### src/prs_consts.svh
// Constants of the pin remap and slew block.
// Assumes inclusion by the package and the bench.
`ifndef PRS_CONSTS_SVH
`define PRS_CONSTS_SVH
`define PRS_AW 4
`define PRS_DW 16
`define PRS_NSLEW 16
`define PRS_NBIDIR 4
`define PRS_NPIN 6
`define PRS_NPIN_IN 6
`define PRS_SELW 8
`define PRS_OSELW 6
// Register offsets
`define PRS_A_SLEW_HI 4'h0
`define PRS_A_SLEW_LO 4'h1
`define PRS_A_IN_SEL0 4'h2
`define PRS_A_IN_SEL1 4'h3
`define PRS_A_IN_SEL2 4'h4
`define PRS_A_OMAP8 4'h5
`define PRS_A_OMAP9 4'h6
`define PRS_A_CTRL 4'h7
`define PRS_A_KEY 4'h8
`define PRS_A_PINS 4'h9
`define PRS_UNLOCK_KEY 16'h55_AA
`define PRS_RST16 16'h0000
// Slew pins that implement selection
`define PRS_SLEW_MASK 16'hFFFF
// Remappable pin numbers, bidir first, then input only
`define PRS_RP69 8'h45
`define PRS_RP70 8'h46
`define PRS_RP97 8'h61
`define PRS_RP118 8'h76
`define PRS_RPI32 8'h20
`define PRS_RPI33 8'h21
// Output function codes
`define PRS_FN_NONE 6'h00
`define PRS_FN_UTX 6'h01
`define PRS_FN_SDO 6'h02
`define PRS_FN_SCK 6'h03
`define PRS_FN_OC1 6'h04
// Slowdown factors
`define PRS_SR_FAST 5'h01
`define PRS_SR_X4 5'h04
`define PRS_SR_X8 5'h08
`define PRS_SR_X16 5'h10
`endif

### src/prs_pkg.sv
// Types of the pin remap and slew block.
// Assumes prs_consts.svh is on the include path.
`include "prs_consts.svh"
package prs_pkg;
	typedef struct packed {
		logic [`PRS_NSLEW-1:0] slew_hi;
		logic [`PRS_NSLEW-1:0] slew_lo;
		logic [`PRS_NSLEW-1:0] slew_fast;
		logic [`PRS_NPIN_IN-1:0][`PRS_SELW-1:0] in_sel;
		logic [`PRS_NBIDIR-1:0][`PRS_OSELW-1:0] out_sel;
		logic locked;
		logic one_way;
		logic started;
		logic key_ok;
		logic [`PRS_NBIDIR-1:0] pad_out;
		logic [`PRS_NBIDIR-1:0] pad_oe;
		logic [`PRS_NPIN_IN-1:0] periph_in;
		logic [`PRS_NPIN-1:0] pin_seen;
		logic [`PRS_DW-1:0] rdata;
	} prs_state_type;
endpackage : prs_pkg

### src/prs_remap.sv
// Slew selection registers and remappable pin matrix for one port.
// Assumes a single 20 MHz clock, synchronous inputs and a register
// master that never needs to be stalled.
// What this block does
// - Two slew registers per port; high gives MSb, low gives LSb.
// - Code 00 fastest, 01 four, 10 eight, 11 sixteen times slower.
// - Slew bits drive slew-capable pins directly, unqualified.
// - Inputs and outputs route independently over a fixed pin subset.
// - A hardware guard blocks spurious mapping changes once set.
// - Bidir pins take inputs and outputs; input-only pins take inputs.
// - Remappable peripherals have no default pin until assigned.
// - Non-remappable peripherals use their fixed pin when active.
// - Active remapped output beats GPIO and other digital functions.
// - Analog function on a pin always beats remapped peripherals.
// - Two-wire serial, PWM and analog stay on dedicated pins.
// - Matrix covers UART, SPI, timer clock, capture, compare, change.
// - Input routing and output routing use separate registers.
// - Each remappable peripheral input owns a select field.
// - Input select is 8 bits; value n picks remappable pin n.
// - Only implemented pin numbers are legal select values.
// - Map register eight: 13-8 drive pin 70, 5-0 drive pin 69.
// - Map register nine: 13-8 drive pin 118, 5-0 drive pin 97.
// - Map bits 15-14 and 7-6 read as zero.
// - Lock strap set allows one reconfiguration, clear allows many.
//
// The placing of the registers and the plain strobed port were left to the implementer.
module prs_remap
	import prs_pkg::*;
(
	input wire logic sys_clk, // System clock
	input wire logic rst, // Synchronous reset, high
	input wire logic [`PRS_AW-1:0] reg_addr, // Register offset
	input wire logic [`PRS_DW-1:0] reg_wdata, // Write data
	input wire logic reg_wr, // Write strobe
	input wire logic reg_rd, // Read strobe
	output logic [`PRS_DW-1:0] reg_rdata, // Read data, next cycle
	input wire logic single_remap_lock, // Strap: one reconfiguration
	output logic map_locked, // Mapping guard closed
	output logic [`PRS_NSLEW-1:0] pin_slew_msb, // Slew code MSb
	output logic [`PRS_NSLEW-1:0] pin_slew_lsb, // Slew code LSb
	output logic [`PRS_NSLEW-1:0] pin_slew_fast, // Fastest edge
	input wire logic [`PRS_NPIN-1:0] pad_in, // Pad levels
	input wire logic [`PRS_NPIN-1:0] analog_sel, // Pin owned by analog
	input wire logic [`PRS_NBIDIR-1:0] gpio_out, // Port latch
	input wire logic [`PRS_NBIDIR-1:0] gpio_oe, // Port direction
	input wire logic [`PRS_NBIDIR-1:0] fixed_en, // Dedicated fn active
	input wire logic [`PRS_NBIDIR-1:0] fixed_out, // Dedicated fn data
	input wire logic [`PRS_NBIDIR-1:0] fixed_oe, // Dedicated fn enable
	input wire logic uart_tx, // UART transmit
	input wire logic spi_sdo, // SPI data out
	input wire logic spi_sck_out, // SPI clock out
	input wire logic oc1_out, // Output compare
	output logic [`PRS_NBIDIR-1:0] pad_out, // Pad data
	output logic [`PRS_NBIDIR-1:0] pad_oe, // Pad drive enable
	output logic [`PRS_NPIN_IN-1:0] periph_in // Routed inputs
);
	import prs_pkg::*;

	prs_state_type q;
	prs_state_type d;

	function automatic logic [7:0] pin_num(input int i);
		unique case (i)
			0: pin_num = `PRS_RP69;
			1: pin_num = `PRS_RP70;
			2: pin_num = `PRS_RP97;
			3: pin_num = `PRS_RP118;
			4: pin_num = `PRS_RPI32;
			default: pin_num = `PRS_RPI33;
		endcase
	endfunction : pin_num

	// Selected pin level; unknown numbers give 0, no default pin
	function automatic logic route_in(input logic [7:0] sel,
		input logic [`PRS_NPIN-1:0] lvl);
		route_in = 1'b0;
		for (int i = 0; i < `PRS_NPIN; i++) begin
			if (sel == pin_num(i)) begin
				route_in = lvl[i];
			end
		end
	endfunction : route_in

	// Output function lookup; bit 1 is active, bit 0 the data
	function automatic logic [1:0] route_out(input logic [5:0] fn,
		input logic [3:0] src);
		unique case (fn)
			`PRS_FN_UTX: route_out = {1'b1, src[0]};
			`PRS_FN_SDO: route_out = {1'b1, src[1]};
			`PRS_FN_SCK: route_out = {1'b1, src[2]};
			`PRS_FN_OC1: route_out = {1'b1, src[3]};
			default: route_out = 2'b00;
		endcase
	endfunction : route_out

	// Slowdown factor of a slew code
	function automatic logic [4:0] slew_ratio(input logic [1:0] c);
		unique case (c)
			2'b00: slew_ratio = `PRS_SR_FAST;
			2'b01: slew_ratio = `PRS_SR_X4;
			2'b10: slew_ratio = `PRS_SR_X8;
			default: slew_ratio = `PRS_SR_X16;
		endcase
	endfunction : slew_ratio

	function automatic logic [15:0] map_word(input logic [5:0] hi,
		input logic [5:0] lo);
		map_word = {2'b00, hi, 2'b00, lo};
	endfunction : map_word

	logic wr_map;
	logic [3:0] src;
	logic [1:0] rt;
	logic [7:0] sel;

	always_comb begin
		d = q;
		wr_map = 1'b0;
		src = {oc1_out, spi_sck_out, spi_sdo, uart_tx};
		rt = 2'b00;
		sel = 8'h00;
		d.rdata = `PRS_RST16;
		// Strap is caught on the first cycle after reset release
		if (!q.started) begin
			d.started = 1'b1;
			d.one_way = single_remap_lock;
		end
		if (reg_wr) begin
			d.key_ok = (reg_addr == `PRS_A_KEY) && (reg_wdata == `PRS_UNLOCK_KEY);
			unique case (reg_addr)
				`PRS_A_SLEW_HI: d.slew_hi = reg_wdata;
				`PRS_A_SLEW_LO: d.slew_lo = reg_wdata;
				`PRS_A_CTRL: begin
					if (reg_wdata[0]) begin
						d.locked = 1'b1;
					end else if (q.key_ok && !q.one_way) begin
						d.locked = 1'b0;
					end
				end
				default: wr_map = !q.locked;
			endcase
			if (wr_map) begin
				unique case (reg_addr)
					`PRS_A_IN_SEL0: d.in_sel[1:0] = {reg_wdata[15:8], reg_wdata[7:0]};
					`PRS_A_IN_SEL1: d.in_sel[3:2] = {reg_wdata[15:8], reg_wdata[7:0]};
					`PRS_A_IN_SEL2: d.in_sel[5:4] = {reg_wdata[15:8], reg_wdata[7:0]};
					`PRS_A_OMAP8: begin
						d.out_sel[1] = reg_wdata[13:8];
						d.out_sel[0] = reg_wdata[5:0];
					end
					`PRS_A_OMAP9: begin
						d.out_sel[3] = reg_wdata[13:8];
						d.out_sel[2] = reg_wdata[5:0];
					end
					default: d.key_ok = d.key_ok;
				endcase
			end
		end else if (reg_rd) begin
			d.key_ok = 1'b0;
			unique case (reg_addr)
				`PRS_A_SLEW_HI: d.rdata = q.slew_hi;
				`PRS_A_SLEW_LO: d.rdata = q.slew_lo;
				`PRS_A_IN_SEL0: d.rdata = {q.in_sel[1], q.in_sel[0]};
				`PRS_A_IN_SEL1: d.rdata = {q.in_sel[3], q.in_sel[2]};
				`PRS_A_IN_SEL2: d.rdata = {q.in_sel[5], q.in_sel[4]};
				`PRS_A_OMAP8: d.rdata = map_word(q.out_sel[1], q.out_sel[0]);
				`PRS_A_OMAP9: d.rdata = map_word(q.out_sel[3], q.out_sel[2]);
				`PRS_A_CTRL: d.rdata = {14'h0000, q.one_way, q.locked};
				`PRS_A_PINS: d.rdata = {10'h000, q.pin_seen};
				default: d.rdata = `PRS_RST16;
			endcase
		end
		// Slew bits go out unqualified on capable pins
		d.slew_fast = ~(d.slew_hi | d.slew_lo) & `PRS_SLEW_MASK;
		d.pin_seen = pad_in;
		// Input matrix; analog owned pins read low
		for (int p = 0; p < `PRS_NPIN_IN; p++) begin
			sel = q.in_sel[p];
			d.periph_in[p] = route_in(sel, pad_in & ~analog_sel);
		end
		// Pin priority: analog, remapped, dedicated, port
		for (int k = 0; k < `PRS_NBIDIR; k++) begin
			rt = route_out(q.out_sel[k], src);
			if (analog_sel[k]) begin
				d.pad_out[k] = 1'b0;
				d.pad_oe[k] = 1'b0;
			end else if (rt[1]) begin
				d.pad_out[k] = rt[0];
				d.pad_oe[k] = 1'b1;
			end else if (fixed_en[k]) begin
				d.pad_out[k] = fixed_out[k];
				d.pad_oe[k] = fixed_oe[k];
			end else begin
				d.pad_out[k] = gpio_out[k];
				d.pad_oe[k] = gpio_oe[k];
			end
		end
	end

	always_ff @(posedge sys_clk) begin
		if (rst) begin
			q <= '0;
			// Code 00 after reset is the fastest edge, so the flag starts set
			q.slew_fast <= `PRS_SLEW_MASK;
		end else begin
			q <= d;
		end
	end

	assign reg_rdata = q.rdata;
	assign map_locked = q.locked;
	assign pin_slew_msb = q.slew_hi;
	assign pin_slew_lsb = q.slew_lo;
	assign pin_slew_fast = q.slew_fast;
	assign pad_out = q.pad_out;
	assign pad_oe = q.pad_oe;
	assign periph_in = q.periph_in;
endmodule : prs_remap

### config.mk
export PLATFORM = sky130hd
export DESIGN_NAME = prs_remap
export DESIGN_NICKNAME = d
export VERILOG_FILES = /design/src/prs_pkg.sv /design/src/prs_remap.sv
export VERILOG_INCLUDE_DIRS = /design/src
export SDC_FILE = /design/constraint.sdc
export NUM_CORES = 1
export LEC_CHECK = 0
export BUFFER_PORTS_ARGS = -buffer_cell sky130_fd_sc_hd__buf_4
export CAP_MARGIN = 40
export CELL_PAD_IN_SITES_DETAIL_PLACEMENT = 0
export CELL_PAD_IN_SITES_GLOBAL_PLACEMENT = 1
export CORE_MARGIN = 10
export CORE_UTILIZATION = 40
export DETAILED_ROUTE_END_ITERATION = 6
export PLACE_DENSITY_LB_ADDON = 0.1
export SLEW_MARGIN = 20
export SYNTH_ARGS = -nofsm -noshare
export SYNTH_HDL_FRONTEND = slang
export SYNTH_SLANG_ARGS = --single-unit
### constraint.sdc
create_clock -name sys_clk -period 2.6 [get_ports sys_clk]
set_input_delay 0 -clock sys_clk [delete_from_list [all_inputs] [get_ports sys_clk]]
set_output_delay 0 -clock sys_clk [all_outputs]
set_load 0.1 [all_outputs]
==> flow_metrics.py <==
metrics = {
    "grt": {
        "globalRouteOverflowTotal": 0,
        "antenna_found_initial": 0,
        "grt_max_degree": 88,
        "grt_pass1_wl_mm": 42.48,
        "grt_pass1_vias": 6968,
        "grt.total_usage_pct": 21.26,
    },
    "routing": {
        "drt-met1-wl_mm": 11.87,
        "wl_per_cell_um": 21.82,
        "via_per_inst": 5.503,
        "first_pass_iters": 5,
        "drc": 0,
        "routed-wl-met2_mm": 13.05,
        "ant_nets": 0,
        "wirelength_mm": 27.65,
        "vias": 6972,
        "dr.first_iter.drc_count": 660,
        "met3WireLength_mm": 1.863,
        "highest_layer": "met4",
    },
    "synthesis": {
        "syn_area_per_cell_sq_um": 8.518,
        "yosysMostFrequentCell": "dfxtp_1",
        "syn-num-nets": 977,
        "ys_ff_latch": 160,
        "netlist_area_sq_um": 7802,
        "synthArstFlopShare_pct": 0,
        "ys.flop_type": "dfxtp_1",
        "synthDistinctLibCells": 68,
        "seq_area_frac_synth_pct": 41.05,
        "synth_top_area_share_pct": 41.05,
        "synth_warnings": 0,
        "synth_area_leaders": "dfxtp_1, buf_4, mux2i_1, nand2_1, a21oi_1",
        "synth_commonest_cells": "dfxtp_1, nand2_1, a21oi_1",
        "synth_edf_count": 0,
        "syn-instance-count": 916,
        "synth_top_area_cell": "dfxtp_1",
    },
    "worst_setup_path": {
        "crit_type": "reg2reg",
        "cp_slowest_cell": "dlygate4sd3_1",
        "cp.arrival_ns": 2.33,
        "slowest_delay_ns": 0.59,
        "cp-end-kind": "register",
        "critPathMaxFanout": 3,
        "crit_required_ns": 2.97,
        "crit_buf_inv": 1,
        "startpoint_type": "register",
        "crit_chain": "nor3_1 > nand3_1 > a211oi_1 > dlygate4sd3_1",
        "cpLargestDelayFamily": "simple AND/OR/NAND/NOR gates",
    },
    "finish": {
        "final_layout_size_suffix_gt1_share_pct": 21.36,
        "antenna_cells": 0,
        "utilization_pct": 48.70,
        "final_cells": 1267,
        "areaGrowthSynthToFinish_pct": 20.67,
        "final_nets": 1050,
    },
    "floorplan": {
        "start_util_pct": 40.35,
        "die-area_sq_um": 25490,
        "fp.dieW_um": 159.7,
        "rows": 51,
        "die_h_um": 159.7,
        "coreArea_sq_um": 19330,
        "io-pin-count": 140,
    },
    "timing": {
        "finalSetupViolations": 0,
        "max_slew.worst_pin.slew_ns": 0.7961,
        "finalMaxSlewViolations": 0,
        "rsz0062_at_grt": "no",
        "finalCriticalPeriod_ns": 1.964,
        "finalClockSkew_ns": 0.009417,
        "holdWs_ns": 0.01146,
        "worst_slew_margin_rel_pct": 46.81,
        "finalHoldViolCount": 0,
        "finalSetupTns_ns": 0,
        "post-route-period-util_pct": 75.52,
        "fmax_mhz": 509.3,
    },
    "power_and_ir_drop": {
        "leakage_nw": 3.354,
        "ir_drop_mv": 0.3927,
        "combPwrFrac_pct": 10.4,
        "powerDensity_nw_per_um2": 620.1,
        "clockPowerShare_pct": 46.4,
        "internal_power_mw": 4.263,
        "p_sw_share_pct": 26.98,
        "totalPowerFinal_mw": 5.839,
        "p_switching_mw": 1.575,
        "pwr-share-seq_pct": 43.2,
    },
    "run": {
        "cap_viol_max_count": 0,
    },
    "cts": {
        "cts_resized": 0,
        "cts_buffer_depth": 2,
        "clock_latency_ns": 0.43,
        "root_buffer": "clkbuf_16",
        "cts_tree": "yes",
        "clkTransAtPathRegs_ns": 0.07,
        "cts_max_level": 4,
        "cts.sinks": 160,
        "numCtsBuffers": 17,
    },
    "run_status": {
        "status": "finished, final reports clean",
    },
    "placement": {
        "hpwl_mm": 19.39,
        "numPortBuffers": 139,
        "gp_congestion": 0.8950,
        "dp_cells": 1201,
    },
    "min_path": {
        "hp-class": "in2reg",
    },
}
[cell families after synthesis]
logic type / count (synthesis) / synth area share (%)
AOI/OAI and AO/OA: 206 / 17.14
DFF: 160 / 41.05
and+or+nand+nor: 343 / 22.21
buffers and inverters: 147 / 11.87
muxes: 60 / 7.729
[routing by layer]
layer / up-vias / GRT usage (%)
met5: - / 0
met4: 0 / 9.014
met3: 46 / 4.344
met2: 260 / 34.51
met1: 3359 / 26.84
li1: 3307 / -
[worst register-to-register path: cells and delay by family (launching register included)]
kind,cells,cell delay (ns)
flops,1,0.34
buf+inv,1,0.59
simple gates,2,0.69
compound gates,1,0.28
[repair_timing]
item                                    4_1_cts  5_1_grt
endpoints found under the hold margin       137        0
buffers inserted                              0        0
endpoints found under the setup margin        0        0
hold buffers                                 34        0
[state kept, by name (all words and copies together) (netlist names)]
signal and cells:
pin_slew_fast 16, reg_rdata 16, pin_slew_msb 16, map_locked 1, q 73, periph_in 6
sel 8, pad_oe 4, pin_slew_lsb 16, pad_out 4
[path summary, 6_finish.rpt]
check | slack [ns] | start | end | depth (start not counted)
max | 0.64 | q[55] | pad_oe[2] | 4
min | 0.01 | gpio_out[3] | pad_out[3] | 4
max reg2reg | 0.64 | q[55] | pad_oe[2] | 4
min reg2reg | 0.47 | q[71] | q[71] | 2
[cell type report]
cell class / count / area [sq um]
Clock buffer: 18 / 439.2
Multi-Input combinational cell: 609 / 3674
Fill cell: 1882 / 9920
Timing Repair Buffer: 192 / 1539
Tap cell: 265 / 331.6
Clock inverter: 14 / 195.2
Inverter: 9 / 33.78
Sequential cell: 160 / 3203
[through the flow]
stage,area (sq um),worst slack [ns]
3_5_place_dp,8441,0.8209
2_1_floorplan,7802,0.5809
3_3_place_gp,8441,0.8756
5_1_grt,9415,0.5348
4_1_cts,9415,0.7439
6_report,9415,0.6364
[power by group through the flow]
stage | clock network [mW] | logic, mW | registers [mW]
finish | 2.71 | 0.606 | 2.52
floorplan | 0 | 0.389 | 2.56
CTS | 2.75 | 0.607 | 2.52
detailed placement | 0 | 0.567 | 2.58
global route | 2.85 | 0.645 | 2.53
global placement | 0 | 0.560 | 2.58
[cells in the final DEF, fill, tap and decap left out, drive strengths merged, types with 5 or more instances in the layout]
| master | n |
|---|---|
| dfxtp | 160 |
| buf | 158 |
| nand2 | 157 |
| a21oi | 86 |
| nor2 | 69 |
| mux2i | 58 |
| dlygate4sd3 | 34 |
| a22oi | 28 |
| a31oi | 22 |
| clkbuf | 18 |
| o21ai | 17 |
| a31o | 16 |
| nand3 | 16 |
| inv | 15 |
| nor2b | 13 |
| nand4 | 10 |
| nand2b | 10 |
| nor3b | 10 |
| nor3 | 9 |
| nor4 | 9 |
| nor4bb | 7 |
| nand3b | 6 |
| a222oi | 6 |
| or3 | 5 |
| a211oi | 5 |
| nor4b | 5 |
| and2 | 5 |
Note: power is estimated with default switching activity, not from simulation.
